===== src/inc/isf_pkg.sv =====
// constants and register map of the two-wire status, level and hold block
// What this block does
// - transfer status is read-only, side-effect free, and raises no interrupt
// - disabling by writing zero to enable forces status bits 1, 2, 3 low
// - master and slave busy read zero once idle with enable off
// - status bit 0 shows bus activity, zero when idle
// - status bit 1 is one only while the transmit FIFO is not full
// - status bit 2 is one only while the transmit FIFO is empty
// - status bit 3 is one while the receive FIFO holds an entry
// - status bit 4 is one only while the receive FIFO is full
// - status bit 5 is one whenever the master machine is not idle
// - status bit 6 is one whenever the slave machine is not idle
// - status reads 0x06 after reset
// - transmit level bits 3:0 give the transmit FIFO entry count
// - receive level bits 3:0 give the receive FIFO entry count
// - transmit hold bits 15:0 delay SDA change after each SCL fall
// - receive hold bits 23:16 delay SDA sampling after each SCL fall
// - abort bit 0 marks an unacknowledged 7-bit address
// - enable low keeps both FIFOs flushed, enable high runs
// - abort bit 10 marks lost arbitration, with bit 14 for slave transmitter
package isf_pkg;
  // ==========================================================
  // register byte addresses
  localparam logic [7:0]  ISF_ENABLE_CTRL_ADDR = 8'h6C;
  localparam logic [7:0]  ISF_STATUS_ADDR      = 8'h70;
  localparam logic [7:0]  ISF_TX_LEVEL_ADDR    = 8'h74;
  localparam logic [7:0]  ISF_RX_LEVEL_ADDR    = 8'h78;
  localparam logic [7:0]  ISF_HOLD_ADDR        = 8'h7C;
  localparam logic [7:0]  ISF_ABORT_ADDR       = 8'h80;
  // ==========================================================
  // field positions
  localparam int          ISF_EN_BIT           = 0;
  localparam int          ISF_ST_ACTIVE        = 0;
  localparam int          ISF_ST_TX_NFULL      = 1;
  localparam int          ISF_ST_TX_EMPTY      = 2;
  localparam int          ISF_ST_RX_NEMPTY     = 3;
  localparam int          ISF_ST_RX_FULL       = 4;
  localparam int          ISF_ST_MBUSY         = 5;
  localparam int          ISF_ST_SBUSY         = 6;
  localparam int          ISF_AB_ADDR7_NACK    = 0;
  localparam int          ISF_AB_ARB_LOST      = 10;
  localparam int          ISF_AB_SLV_ARB       = 14;
  localparam int          ISF_TRANSMIT_SDA_HOLD_LSB       = 0;
  localparam int          ISF_RECEIVE_SDA_HOLD_LSB       = 16;
  // ==========================================================
  // reset values
  localparam logic [31:0] ISF_STATUS_RST       = 32'h0000_0006;
  localparam logic [15:0] ISF_TRANSMIT_SDA_HOLD_RST       = 16'h0001;
  localparam logic [7:0]  ISF_RECEIVE_SDA_HOLD_RST       = 8'h00;
  localparam logic        ISF_EN_RST           = 1'b0;
  // ==========================================================
  // bus encodings
  localparam logic [1:0]  ISF_HTRANS_NONSEQ    = 2'h2;
  localparam int          ISF_FIFO_DEPTH       = 8;
endpackage


===== src/hdl/isf_status_hold.sv =====
// status, FIFO level, SDA hold and abort-cause registers behind an AHB-Lite slave
//
// The AHB-Lite register port is this design's own decision.
`timescale 1ns/1ps
`default_nettype none
module isf_status_hold #(
  parameter int unsigned FIFO_DEPTH = isf_pkg::ISF_FIFO_DEPTH  // entries per FIFO, at most 15
) (
  input  wire logic        hclk,            // system clock, 20 MHz
  input  wire logic        hresetn,         // async reset, active low
  input  wire logic        hsel,            // slave select
  input  wire logic [31:0] haddr,           // byte address
  input  wire logic [1:0]  htrans,          // transfer type
  input  wire logic        hwrite,          // write when high
  input  wire logic [2:0]  hsize,           // transfer size
  input  wire logic        hready,          // bus ready in
  input  wire logic [31:0] hwdata,          // write data
  output logic      [31:0] hrdata,          // read data
  output logic             hreadyout,       // slave ready
  output logic             hresp,           // always okay
  input  wire logic        tx_push,         // entry written into transmit FIFO
  input  wire logic        tx_pop,          // entry taken from transmit FIFO
  input  wire logic        rx_push,         // entry written into receive FIFO
  input  wire logic        rx_pop,          // entry taken from receive FIFO
  input  wire logic        master_fsm_busy, // master machine not idle
  input  wire logic        slave_fsm_busy,  // slave machine not idle
  input  wire logic        addr7_nack_evt,  // 7-bit address not acknowledged
  input  wire logic        arb_lost_evt,    // master lost arbitration
  input  wire logic        slv_arb_lost_evt,// slave transmitter lost arbitration
  input  wire logic        tx_drive,        // engine wants to drive SDA
  input  wire logic        tx_bit,          // next SDA bit from engine
  input  wire logic        scl_i,           // SCL pin level
  input  wire logic        sda_i,           // SDA pin level
  output logic             sda_o,           // SDA drive value
  output logic             sda_oe,          // SDA drive enable, high drives
  output logic             rx_sda,          // held SDA sample for receiver
  output logic             controller_enable// enable bit to the engine
);
  import isf_pkg::*;

  // ==========================================================
  // state
  typedef struct packed {
    logic [2:0]  scl_sync;
    logic [2:0]  sda_sync;
    logic        scl_st;
    logic        sda_st;
    logic        enable;
    logic        off_by_write;
    logic [15:0] tx_hold;
    logic [7:0]  rx_hold;
    logic [3:0]  tx_cnt;
    logic [3:0]  rx_cnt;
    logic        ab_nack;
    logic        ab_arb;
    logic        ab_slv;
    logic        mbusy;
    logic        sbusy;
    logic [15:0] txh_cnt;
    logic [7:0]  rxh_cnt;
    logic        sda_o;
    logic        sda_oe;
    logic        rx_sda;
    logic        wr_pend;
    logic [7:0]  wr_addr;
    logic [31:0] wr_mask;
    logic [31:0] rdata;
    logic        ready;
  } isf_state_t;

  localparam isf_state_t ISF_STATE_RST = '{
    scl_sync: 3'h7, sda_sync: 3'h7, scl_st: 1'b1, sda_st: 1'b1,
    enable: ISF_EN_RST, off_by_write: 1'b0,
    tx_hold: ISF_TRANSMIT_SDA_HOLD_RST, rx_hold: ISF_RECEIVE_SDA_HOLD_RST,
    tx_cnt: 4'h0, rx_cnt: 4'h0, ab_nack: 1'b0, ab_arb: 1'b0, ab_slv: 1'b0,
    mbusy: 1'b0, sbusy: 1'b0, txh_cnt: 16'h0000, rxh_cnt: 8'h00,
    sda_o: 1'b1, sda_oe: 1'b0, rx_sda: 1'b1, wr_pend: 1'b0,
    wr_addr: 8'h00, wr_mask: 32'h0000_0000, rdata: 32'h0000_0000, ready: 1'b1
  };

  localparam logic [3:0] DEPTH_C = 4'(FIFO_DEPTH);

  isf_state_t s_q;
  isf_state_t s_d;

  // ==========================================================
  // helpers
  function automatic logic [31:0] isf_lane_mask(input logic [2:0] size,
                                                input logic [1:0] lo);
    logic [31:0] m;
    m = 32'h0000_0000;
    case (size)
      3'h0:    m = 32'h0000_00FF << {lo, 3'h0};
      3'h1:    m = lo[1] ? 32'hFFFF_0000 : 32'h0000_FFFF;
      default: m = 32'hFFFF_FFFF;
    endcase
    return m;
  endfunction

  // level counter with push/pop, saturating at the FIFO depth
  function automatic logic [3:0] isf_count(input logic [3:0] c, input logic push,
                                           input logic pop, input logic [3:0] depth);
    logic do_push;
    logic do_pop;
    do_push = push && (c != depth);
    do_pop  = pop && (c != 4'h0);
    if (do_push && !do_pop) begin
      return c + 4'h1;
    end else if (do_pop && !do_push) begin
      return c - 4'h1;
    end
    return c;
  endfunction

  // status word from one state copy
  function automatic logic [31:0] isf_status(input isf_state_t s, input logic [3:0] depth);
    logic [31:0] v;
    v = 32'h0000_0000;
    v[ISF_ST_ACTIVE]    = s.mbusy || s.sbusy;
    v[ISF_ST_TX_NFULL]  = (s.tx_cnt != depth) && !s.off_by_write;
    v[ISF_ST_TX_EMPTY]  = (s.tx_cnt == 4'h0) && !s.off_by_write;
    v[ISF_ST_RX_NEMPTY] = (s.rx_cnt != 4'h0) && !s.off_by_write;
    v[ISF_ST_RX_FULL]   = (s.rx_cnt == depth);
    v[ISF_ST_MBUSY]     = s.mbusy;
    v[ISF_ST_SBUSY]     = s.sbusy;
    return v;
  endfunction

  // ==========================================================
  // next state
  logic        acc;
  logic        scl_fall;
  logic [31:0] wdat;
  logic [31:0] hold_word;

  always_comb begin
    s_d       = s_q;
    acc       = hsel && hready && (htrans == ISF_HTRANS_NONSEQ || htrans == 2'h3);
    wdat      = hwdata & s_q.wr_mask;
    hold_word = 32'h0000_0000;

    // pins: three flops, a change counts once the last two agree
    s_d.scl_sync = {s_q.scl_sync[1:0], scl_i};
    s_d.sda_sync = {s_q.sda_sync[1:0], sda_i};
    if (s_q.scl_sync[1] == s_q.scl_sync[2]) begin
      s_d.scl_st = s_q.scl_sync[2];
    end
    if (s_q.sda_sync[1] == s_q.sda_sync[2]) begin
      s_d.sda_st = s_q.sda_sync[2];
    end
    scl_fall = s_q.scl_st && !s_d.scl_st;

    // write data phase; read-only and unmapped addresses fall through
    // only enable and hold take writes
    if (s_q.wr_pend) begin
      case (s_q.wr_addr)
        ISF_ENABLE_CTRL_ADDR: begin
          if (s_q.wr_mask[ISF_EN_BIT]) begin
            if (s_q.enable && !hwdata[ISF_EN_BIT]) begin
              s_d.off_by_write = 1'b1;
            end
            if (hwdata[ISF_EN_BIT]) begin
              s_d.off_by_write = 1'b0;
            end
            s_d.enable = hwdata[ISF_EN_BIT];
          end
        end
        ISF_HOLD_ADDR: begin
          s_d.tx_hold = (s_q.tx_hold & ~s_q.wr_mask[15:0]) | wdat[15:0];
          s_d.rx_hold = (s_q.rx_hold & ~s_q.wr_mask[23:16]) | wdat[23:16];
        end
        default: begin
        end
      endcase
    end

    // engine state, registered once
    // busy follows the machines, so idle reads zero
    s_d.mbusy = master_fsm_busy;
    s_d.sbusy = slave_fsm_busy;

    // disabled controller keeps both FIFOs flushed
    if (!s_d.enable) begin
      s_d.tx_cnt = 4'h0;
      s_d.rx_cnt = 4'h0;
    end else begin
      s_d.tx_cnt = isf_count(s_q.tx_cnt, tx_push, tx_pop, DEPTH_C);
      s_d.rx_cnt = isf_count(s_q.rx_cnt, rx_push, rx_pop, DEPTH_C);
    end

    // abort causes: sticky, cleared on re-enable, recorded only while enabled
    if (s_q.wr_pend && s_q.wr_addr == ISF_ENABLE_CTRL_ADDR && s_d.enable && !s_q.enable) begin
      s_d.ab_nack = 1'b0;
      s_d.ab_arb  = 1'b0;
      s_d.ab_slv  = 1'b0;
    end
    if (s_q.enable) begin
      if (addr7_nack_evt) begin
        s_d.ab_nack = 1'b1;
      end
      if (arb_lost_evt || slv_arb_lost_evt) begin
        s_d.ab_arb = 1'b1;
      end
      if (slv_arb_lost_evt) begin
        s_d.ab_slv = 1'b1;
      end
    end

    // transmit hold after each SCL fall
    if (scl_fall) begin
      s_d.txh_cnt = s_q.tx_hold;
    end else if (s_q.txh_cnt != 16'h0000) begin
      s_d.txh_cnt = s_q.txh_cnt - 16'h0001;
    end
    s_d.sda_oe = s_q.enable && tx_drive;
    if (!s_d.sda_oe) begin
      s_d.sda_o = 1'b1;
    end else if (!scl_fall && s_q.txh_cnt == 16'h0000) begin
      s_d.sda_o = tx_bit;
    end

    // receive hold after each SCL fall
    if (scl_fall) begin
      s_d.rxh_cnt = s_q.rx_hold;
    end else if (s_q.rxh_cnt != 8'h00) begin
      s_d.rxh_cnt = s_q.rxh_cnt - 8'h01;
    end
    if (!scl_fall && s_q.rxh_cnt == 8'h00) begin
      s_d.rx_sda = s_q.sda_st;
    end

    // address phase; read data from the updated copy so a read right
    // after a write returns the new value without a wait state
    s_d.wr_pend = acc && hwrite;
    s_d.wr_addr = haddr[7:0];
    s_d.wr_mask = isf_lane_mask(hsize, haddr[1:0]);
    s_d.ready   = 1'b1;
    hold_word[ISF_TRANSMIT_SDA_HOLD_LSB +: 16] = s_d.tx_hold;
    hold_word[ISF_RECEIVE_SDA_HOLD_LSB +: 8]  = s_d.rx_hold;
    if (acc && !hwrite) begin
      if (haddr[31:8] != 24'h00_0000) begin
        s_d.rdata = 32'h0000_0000;
      end else begin
        case (haddr[7:0])
          ISF_ENABLE_CTRL_ADDR: s_d.rdata = {31'h0, s_d.enable};
          ISF_STATUS_ADDR:      s_d.rdata = isf_status(s_d, DEPTH_C);
          ISF_TX_LEVEL_ADDR:    s_d.rdata = {28'h0, s_d.tx_cnt};
          ISF_RX_LEVEL_ADDR:    s_d.rdata = {28'h0, s_d.rx_cnt};
          ISF_HOLD_ADDR:        s_d.rdata = hold_word;
          ISF_ABORT_ADDR:       s_d.rdata = {17'h0, s_d.ab_slv, 3'h0, s_d.ab_arb,
                                             9'h0, s_d.ab_nack};
          default:              s_d.rdata = 32'h0000_0000;
        endcase
      end
    end
  end

  always_ff @(posedge hclk or negedge hresetn) begin
    if (!hresetn) begin
      s_q <= ISF_STATE_RST;
    end else begin
      s_q <= s_d;
    end
  end

  // ==========================================================
  // outputs
  assign hrdata            = s_q.rdata;
  assign hreadyout         = s_q.ready;
  assign hresp             = 1'b0;
  assign sda_o             = s_q.sda_o;
  assign sda_oe            = s_q.sda_oe;
  assign rx_sda            = s_q.rx_sda;
  assign controller_enable = s_q.enable;

  // ==========================================================
  // checks
  logic [31:0] st_now;
  logic        rd_status;
  logic        rd_txlvl;
  logic        first_q;
  assign st_now = isf_status(s_q, DEPTH_C);

  always_ff @(posedge hclk or negedge hresetn) begin
    if (!hresetn) begin
      rd_status <= 1'b0;
      rd_txlvl  <= 1'b0;
      first_q   <= 1'b1;
    end else begin
      rd_status <= acc && !hwrite && haddr == {24'h0, ISF_STATUS_ADDR};
      rd_txlvl  <= acc && !hwrite && haddr == {24'h0, ISF_TX_LEVEL_ADDR};
      first_q   <= 1'b0;
    end
  end
endmodule
`default_nettype wire


===== config.mk =====
export PLATFORM = sky130hd
export DESIGN_NAME = isf_status_hold
export DESIGN_NICKNAME = d
export VERILOG_FILES = /design/src/inc/isf_pkg.sv /design/src/hdl/isf_status_hold.sv
export SDC_FILE = /design/constraint.sdc
export NUM_CORES = 1
export LEC_CHECK = 0
export ABC_AREA = 1
export BUFFER_PORTS_ARGS = -buffer_cell sky130_fd_sc_hd__clkbuf_2
export CAP_MARGIN = 20
export CORE_ASPECT_RATIO = 1.75
export CORE_MARGIN = 5
export CORE_UTILIZATION = 30
export CTS_CLUSTER_SIZE = 8
export DETAILED_ROUTE_END_ITERATION = 8
export PLACE_DENSITY_LB_ADDON = 0.2
export SYNTH_ARGS = -nofsm -noshare
export SYNTH_HDL_FRONTEND = slang
export SYNTH_SLANG_ARGS = --single-unit

===== constraint.sdc =====
create_clock -name hclk -period 2.3 [get_ports hclk]
set_input_delay 0.46 -clock hclk [delete_from_list [all_inputs] [get_ports hclk]]
set_output_delay 0.46 -clock hclk [all_outputs]
set_load 0.05 [all_outputs]

==> flow_summary.toml, run 1 <==
[pwr]
combPwrFrac_pct = 35.3
p_per_area_nw_per_um2 = 854
ir_worst_vdd_mv = 0.442
power.internal_w = 0.00398
power.switching_w = 0.00202
switching_share_pct = 33.7
seq_power_share_pct = 38.5
power_frac_clock_pct = 26.2
power_w = 0.00600
p_leak_nw = 3.64

[worst_hold_path]
hold_class = "input port to register"

[yosys]
ys_warn_count = 0
syn_area_um2 = 5750
synthCells = 710
async_flop_share_pct = 100
synth_area_per_cell_um2 = 8.10
synth-seq-cells = 108
netlist.area_leader.share_pct = 42.2
netlist-cell-type-count = 47
yosys.area.top_type = "dfrtp_1"
synth-main-ff-cell = "dfrtp_1"
seq_area_frac_synth_pct = 47.2
synth_edf_count = 0
synth_area_leaders = "dfrtp_1, nand2_1, inv_1"

[setup_path]
start_kind = "register"
crit_family = "simple AND/OR/NAND/NOR gates"
endpoint_kind = "register"
critical_path.max_fanout = 3
critPathBufInv = 1
slowest_delay_ns = 0.42
cp.required_ns = 2.55
arrival_ns = 2.47
crit_path_frequent_cell = "nand2_1"
criticalPathCategory = "register to register"
path_cells = "nor2_2, a31oi_1, ha_2, inv_4, fa_2, nand2_1, nand2_1, o31ai_2, nand2_1, nand2_1, nand2_2, nand2_2, nand2_1"
slowest_stage = "fa_2"

[routing]
ant_nets = 0
drtIter0Drc = 180
drt-vias-per-instance = 4.44
dr.pass1.iters = 4
avgRoutedWirePerCell_um = 14.7
postRouteWirelength_mm = 15.7
num_vias = 4756
drc_errors = 0

[timing]
timing.final.crit_period_ns = 2.22
rsz0062_at_grt = "yes"
skew_ns = 0.0122
finalSetupViolations = 0
hold_viol = 0
post-route-period-util_pct = 96.7
max_freq_ghz = 0.450
slew_viol_final = 0
setup_ws_ns = 0.0758

[clock_network]
cts_max_level = 3
clkLatencyLatePin_ns = 0.36
path_clk_slew_ns = 0.07
cts_buffer_depth = 2
cts_buffers = 9
cts_root_buf = "clkbuf_16"
cts_sinks = 108
cts_tree = "done"

[grt]
grt_pass1_wl_mm = 25.3
grt_overflow = 0
grt_pass1_vias = 5059
grt_max_degree = 51
antenna_found_initial = 0
globalRouteTotalUtil_pct = 14.7

[floorplanning]
start_util_pct = 30.2
die_area_um2 = 22200
die_h_um = 193
die_x_um = 115
ioPinCount = 125
core_region_area_um2 = 19000
rows = 67

[placed_design]
pre_cts_ws_ns = -0.136
port_buffers = 105
dpl.hpwl_mm = 12.7
placed_area_um2 = 6570
gp_congestion = 0.853

[finish]
post-route-util_pct = 36.9
drive_gt1_share_pct = 27.6
antennaDiodeCount = 0
nNetsFinal = 924
design_area_um2 = 7030
synthToLayoutAreaGrowth_pct = 22.2

[outcome]
outcome = "finished clean"

[flow_run]
cap_viol_max_count = 0
-- layer usage --
metal  vias up  wire, µm  global-route usage [%]
li1       2435         -                       -
met1      2223      5650                    14.5
met2        68      9080                    28.9
met3        30       445                    2.06
met4         0       574                    7.22
met5         -         0                       0
-- logic make-up (layout without fill, tap and decap cells) --
| family | after synthesis | after routing | share of synthesized area (%) |
|---|---|---|---|
| AND/OR/NAND/NOR | 346 | 346 | 26.4 |
| AO/OA/AOI/OAI | 76 | 76 | 8.61 |
| multiplexers | 2 | 2 | 0.391 |
| buffers and inverters | 150 | 263 | 12.4 |
| XOR/XNOR | 14 | 14 | 2.13 |
| flip-flops | 108 | 108 | 47.2 |
| adder cells (fa/ha/maj) | 12 | 12 | 2.81 |
| other | 2 | 10 | 0.131 |
-- worst reg2reg max path: stages, from the launching register on --
cell and delay, ns:
dfrtp_1 0.39, nor2_2 0.15, a31oi_1 0.10, ha_2 0.21, inv_4 0.08, fa_2 0.42
nand2_1 0.09, nand2_1 0.08, o31ai_2 0.26, nand2_1 0.08, nand2_1 0.08, nand2_2 0.08
nand2_2 0.06, nand2_1 0.04
-- flip-flops by register name, summed over array words and instances, names as in the netlist --
signal             cells
sda_oe                 1
sda_o                  1
s_d                    4
s_q                   76
controller_enable      1
hrdata                24
rx_sda                 1
-- final cells by class --
| type | instances | area (µm²) |
|---|---|---|
| Clock inverter | 4 | 48.8 |
| Fill cell | 2018 | 12000 |
| Multi-Input combinational cell | 460 | 2480 |
| Inverter | 107 | 404 |
| Tap cell | 241 | 302 |
| Timing Repair Buffer | 141 | 833 |
| Clock buffer | 11 | 243 |
| Sequential cell | 108 | 2720 |
-- through the flow --
stage,TNS [ns],hold slack (ns),std cells
floorplan,0,0.164,718
CTS,0,0.175,1069
global placement,-0.350,0.347,1053
detailed placement,-0.500,0.350,1053
finish,0,0.189,1072
global route,-0.560,0.176,1072
-- cell usage after synthesis, types with 4 or more instances --
cell type,instances
nand4_1,11
xnor2_1,7
ha_1,8
dfstp_2,11
o211ai_2,4
o21ai_0,22
o21ai_2,4
nand3_1,31
nor4_1,10
nor3_1,6
a31oi_1,6
inv_2,5
and2_1,8
xor2_1,7
a21oi_1,11
nor2_2,4
nand2_1,193
dfrtp_1,97
inv_1,102
buf_4,34
nor2_1,67
buf_2,4
o21ai_1,7
-- path summary, 6_finish.rpt --
path                          start   endpoint  slack (ns)  cells past startpoint
max                        s_q[107]  hrdata[3]        0.08                     13
min                           sda_i   s_d[143]        0.19                      1
max reg2reg                s_q[107]  hrdata[3]        0.08                     13
min reg2reg                s_d[143]   s_d[144]        0.36                      0
max in group asynchronous   hresetn   s_q[122]        1.19                      3
min in group asynchronous   hresetn    s_q[65]        0.53                      2
-- cells in the final DEF, fill, tap and decap left out, types with 3 or more instances in the layout --
master and count:
inv_1 98, nand4_1 11, a31oi_1 6, dfstp_2 11
o221ai_1 3, a21oi_1 11, o21ai_2 5, o21ai_0 21
xor2_1 7, nor4_1 10, clkbuf_2 104, o22ai_1 3
ha_4 4, o211ai_2 4, nor2_1 63, nand2_2 8
conb_1 10, buf_4 32, nor2_4 3, dfrtp_1 97
inv_2 8, and2_1 8, a211oi_1 3, xnor2_1 7
a311oi_1 3, nor3_1 6, nor2_2 8, o21ai_1 7
a21oi_2 3, clkbuf_16 9, nand3_1 27, nand2_1 187
nand3_2 6
-- power by group through the flow --
stage | registers (W) | clock network, W | logic [W]
finish | 0.00231 | 0.00157 | 0.00212
global route | 0.00234 | 0.00170 | 0.00241
CTS | 0.00231 | 0.00163 | 0.00198
detailed placement | 0.00234 | 0 | 0.00186
global placement | 0.00234 | 0 | 0.00184
floorplan | 0.00236 | 0 | 0.00112
-- what timing repair did --
item,4_1_cts,5_1_grt
setup buffers,0,3
pin swaps,10,21
hold buffers,1,0
resized for setup,17,17
endpoints found under the setup margin,4,4
hold endpoints to repair,13,0
Power figures use the tool's default switching activity.
==> inputs of run 2 (changes only) <==
==> constraint.sdc (replaced) <==
create_clock -name hclk -period 2.5 [get_ports hclk]
set_input_delay 0.5 -clock hclk [delete_from_list [all_inputs] [get_ports hclk]]
set_output_delay 0.5 -clock hclk [all_outputs]
set_load 0.05 [all_outputs]
==> run 2 against run 1 <==
  * Clock-buffer cell count down 2
  * Critical path depth rose by 5
  * Sequential power fell by 7%
  * Via count shrank 1.6%
  * Global-route usage barely moved
  * Fmax decreased by 2.0%
  * Clock power is 7% lower
  * Core utilization shrank 1.0 points
  * Sequential share of layout area is 1.1 points higher
  * Critical path type unchanged
  * Largest power group unchanged
  * Highest routed layer unchanged
==> flow_summary.toml, run 2 (same netlist as run 1, synthesis figures left out) <==
[outcome]
outcome = "finished clean"

[routing]
ant_nets = 0
postRouteWirelength_mm = 15.6
dr.pass1.iters = 4
drtIter0Drc = 190
drc_errors = 0
num_vias = 4679
avgRoutedWirePerCell_um = 14.7
drt-vias-per-instance = 4.42

[timing]
relSlewSlack_pct = 58.5
setup_ws_ns = 0.230
tightest_slew_ns = 0.623
post-route-period-util_pct = 90.8
max_freq_ghz = 0.441
timing.final.crit_period_ns = 2.27
rsz0062_at_grt = "yes"
slew_viol_final = 0
finalSetupViolations = 0
skew_ns = 0.00728
hold_viol = 0

[finish]
stdcell_count = 1058
largest_register = "s_q"
synthToLayoutAreaGrowth_pct = 18.7
layout_commonest_cell = "nand2_1"
drive_gt1_share_pct = 24.8
antennaDiodeCount = 0
largest_register_ffs = 76
nNetsFinal = 909
layout_common_cells = "nand2_1, clkbuf_2, inv_1"

[floorplanning]
core_region_area_um2 = 19000
start_util_pct = 30.2
die_h_um = 193
die_area_um2 = 22200
die_x_um = 115
rows = 67
ioPinCount = 125

[setup_path]
criticalPathCategory = "register to register"
critical_path.max_fanout = 3
critPathBufInv = 3
reg2reg_from = "s_q[108]"
slowest_delay_ns = 0.41
path_cells = "inv_2, a31oi_1, ha_2, inv_2, buf_4, ha_1, nand2_1, nand2_1, nand2_1, nand2_1, nand2_1, nand2_1, nand4_1, nand2_1, nor2_1, nand2_1, nand2_1, nand2_1"
endpoint_kind = "register"
cp.required_ns = 2.75
crit_path_frequent_cell = "nand2_1"
start_kind = "register"
critical_path_depth = 18
reg2reg_depth = 18
slowest_stage = "dfrtp_1"
crit_family = "simple AND/OR/NAND/NOR gates"
arrival_ns = 2.52
crit_start = "s_q[108]"

[grt]
grt_overflow = 0
grt_pass1_vias = 4993
globalRouteTotalUtil_pct = 14.7
grt_max_degree = 45
grt_pass1_wl_mm = 25.2
antenna_found_initial = 0

[clock_network]
cts_buffer_depth = 2
cts_sinks = 108
cts_buffers = 9
path_clk_slew_ns = 0.07
cts_max_level = 3
cts_tree = "done"
cts_root_buf = "clkbuf_16"
clkLatencyLatePin_ns = 0.36
hold_buffers = 0

[pwr]
ir_worst_vdd_mv = 0.560
p_leak_nw = 3.54
p_per_area_nw_per_um2 = 762

[worst_hold_path]
hold_class = "input port to async pin"

[placed_design]
gp_congestion = 0.837
pre_cts_ws_ns = -0.0128
dpl.hpwl_mm = 12.7
place_inst = 1040
port_buffers = 105

[flow_run]
cap_viol_max_count = 0
-- run 2: final cells by class --
class                      count  area (µm²)
tap                          241         302
fill                        2006       12200
timing repair buffer         126         698
multi-input combinational    460        2410
clock inverter                 7        75.1
sequential                   108        2720
inverter                     107         402
clock buffer                   9         225
-- run 2: per-stage QoR --
stage / TNS, ns / total power, W / hold slack [ns] / cell area, µm² / util (%)
after floorplan: 0 / 0.00320 / 0.204 / 5780 / -
after CTS: 0 / 0.00517 / 0.166 / 6760 / 35.5
after global routing: 0 / 0.00560 / 0.192 / 6830 / 35.9
after detailed placement: -0.0128 / 0.00367 / 0.350 / 6460 / 33.9
final: 0 / 0.00521 / 0.148 / 6830 / 35.9
after global placement: 0 / 0.00366 / 0.350 / 6460 / 33.9
-- run 2: where the power goes --
part / switching (W) / total (W) / internal, W
sequential: 0.000167 / 0.00214 / 0.00197
clock: 0.000674 / 0.00146 / 0.000782
combinational: 0.000948 / 0.00161 / 0.000662
total: 0.00179 / 0.00521 / 0.00342
-- run 2: metal layers --
metal,global-route usage (%),up-vias,wire length [µm]
li1,-,2411,-
met1,14.6,2173,5580
met2,29.2,75,9210
met3,2.75,20,419
met4,5.05,0,370
met5,0,-,0
-- run 2: worst paths after layout --
kind	slack [ns]	endpoint
hold reg to reg	0.36	s_d[144]
setup reg to reg	0.23	hrdata[3]
hold / removal	0.15	s_q[48]
max in group asynchronous	1.66	hrdata[3]
setup / recovery	0.23	hrdata[3]
min in group hclk	0.22	s_d[146]
-- run 2: repair_timing --
action                                 CTS  global route
setup endpoints to repair                0             4
setup buffers                            0             2
endpoints found under the hold margin    0             0
gates resized for setup                  0            15
==> inputs of run 3 (changes only) <==
--- a/config.mk
+++ b/config.mk
@@ -10,7 +10,7 @@
 export CAP_MARGIN = 20
 export CORE_ASPECT_RATIO = 1.75
 export CORE_MARGIN = 5
-export CORE_UTILIZATION = 30
+export CORE_UTILIZATION = 50
 export CTS_CLUSTER_SIZE = 8
 export DETAILED_ROUTE_END_ITERATION = 8
 export PLACE_DENSITY_LB_ADDON = 0.2
==> constraint.sdc (replaced) <==
create_clock -name hclk -period 1.95 [get_ports hclk]
set_input_delay 0.39 -clock hclk [delete_from_list [all_inputs] [get_ports hclk]]
set_output_delay 0.39 -clock hclk [all_outputs]
set_load 0.05 [all_outputs]
==> run 3 against run 2 <==
  * The run now ends with setup timing left
  * Via count grew 6.9%
  * Global-route usage rose by 6.1 points
  * Wire length decreased by 5.9%
  * Clock power increased by 14%
  * Fmax is 3.0% higher
  * Hold slack got worse by 0.021 ns
  * Sequential power rose by 28%
  * Clock-buffer cell count increased by 5
==> flow_summary.toml, run 3 (same netlist as run 1, synthesis figures left out) <==
[finish]
antennaDiodeCount = 0
largest_register = "s_q"
post-route-util_pct = 61.9
drive_gt1_share_pct = 30.5
synthToLayoutAreaGrowth_pct = 23.3
nNetsFinal = 932
largest_register_ffs = 76
stdcell_count = 975
layout_common_cells = "nand2_1, clkbuf_2, dfrtp_1"
layout_commonest_cell = "nand2_1"

[setup_path]
path_cells = "nor2_2, a31oi_2, ha_4, inv_6, fa_2, nand2_2, nand2_2, o31ai_4, nand2_1, nand2_1, nand2_1, nand2_1, nand2_1"
cp.required_ns = 2.18
crit_path_frequent_cell = "nand2_1"
endpoint_kind = "register"
slowest_stage = "fa_2"
critical_path.max_fanout = 4
crit_family = "simple AND/OR/NAND/NOR gates"
critPathBufInv = 1
arrival_ns = 2.44
r2r_slack_ns = -0.25
start_kind = "register"
slowest_delay_ns = 0.43
criticalPathCategory = "register to register"

[grt]
globalRouteTotalUtil_pct = 20.8
grt.busiest_layer = "met2"
grt_pass1_vias = 5195
use_met2_pct = 40.1
antenna_found_initial = 0
grt_overflow = 0
grt_pass1_wl_mm = 23.5
grt_util_met3_pct = 3.71
grtUsageMet1_pct = 20.4
grt_max_degree = 35

[placed_design]
gp_congestion = 0.897
dpl.hpwl_mm = 11.5
place_inst = 952
port_buffers = 105

[clock_network]
cts_max_level = 3
cts_tree = "done"
cts_buffers = 9
path_clk_slew_ns = 0.07
cts_buffer_depth = 2
cts_sinks = 108
cts_root_buf = "clkbuf_16"
clkLatencyLatePin_ns = 0.34

[timing]
skew_ns = 0.00627
max_freq_ghz = 0.454
rsz0062_at_grt = "yes"
hold_viol = 0
setup_ws_ns = -0.254
finalSetupViolations = 7
timing.hold.ws_ns = 0.126
timing.final.crit_period_ns = 2.20
post-route-period-util_pct = 113
slew_viol_final = 0
finalSetupTns_ns = -1.15

[routing]
num_vias = 5002
avgRoutedWirePerCell_um = 15.0
dr.pass1.iters = 4
drc_errors = 0
postRouteWirelength_mm = 14.7
drt-vias-per-instance = 5.13
drtIter0Drc = 164
ant_nets = 0

[floorplanning]
die_area_um2 = 13800
ioPinCount = 125
start_util_pct = 50.3
rows = 52
die_h_um = 152
core_region_area_um2 = 11500
die_x_um = 91.1

[pwr]
p_leak_nw = 3.69
p_per_area_nw_per_um2 = 1040
ir_worst_vdd_mv = 1.22

[outcome]
violations = "setup timing"
outcome = "finished with violations"

[worst_hold_path]
hold_class = "input port to register"

[flow_run]
cap_viol_max_count = 0
run 3: changes by cell type in the layout (fill, tap and decap cells not counted), moves of 3 or more:
cell,before,now
ha_4,2,6
nor2_2,6,9
inv_4,0,3
nand3_1,30,24
nand2_1,193,178
nand3_2,4,8
nor2_1,65,61
buf_4,21,36
inv_1,99,96
nand2_2,2,16
buf_6,0,6
clkbuf_1,0,4
run 3: layer usage:
metal  share of wire (%)  up-vias  wire [µm]
met2                  57      134       8390
met5                   0        -          0
met4                 5.3        0        782
li1                    -     2449          -
met1                  34     2367       4940
met3                 3.8       52        555
run 3: stage by stage:
step | cell area (µm²) | total power [W] | setup WS, ns
after floorplan | 5840 | 0.00421 | -0.140
after global placement | 6530 | 0.00490 | -0.227
after detailed placement | 6530 | 0.00502 | -0.273
after CTS | 6900 | 0.00690 | -0.221
after global routing | 7090 | 0.00787 | -0.361
final | 7090 | 0.00740 | -0.254
run 3: repair_timing:
action                     4_1_cts  5_1_grt
hold endpoints to repair         7        0
setup buffers                    3        3
setup endpoints to repair        8       14
pin swaps                       16       20
resized for setup               18       42
hold buffers                     1        0
run 3: power by group:
part	internal, W	leakage (nW)	switching [W]
registers	0.00253	1.24	0.000201
logic	0.00137	2.32	0.00163
clock network	0.000902	0.127	0.000763
run 3: cell type report:
type | instances | area, µm²
Timing Repair Buffer | 149 | 908
Clock inverter | 2 | 12.5
Multi-Input combinational cell | 460 | 2620
Clock buffer | 14 | 254
Tap cell | 135 | 169
Fill cell | 982 | 4360
Inverter | 107 | 414
Sequential cell | 108 | 2720
run 3: final timing paths:
| kind | start | endpoint | cells past startpoint |
|---|---|---|---|
| max | s_q[106] | hrdata[3] | 13 |
| min | sda_i | s_d[143] | 1 |
| max reg2reg | s_q[106] | hrdata[3] | 13 |
| min reg2reg | s_d[143] | s_d[144] | 0 |
| max in group asynchronous | hresetn | s_q[144] | 3 |
| min in group asynchronous | hresetn | s_q[94] | 2 |
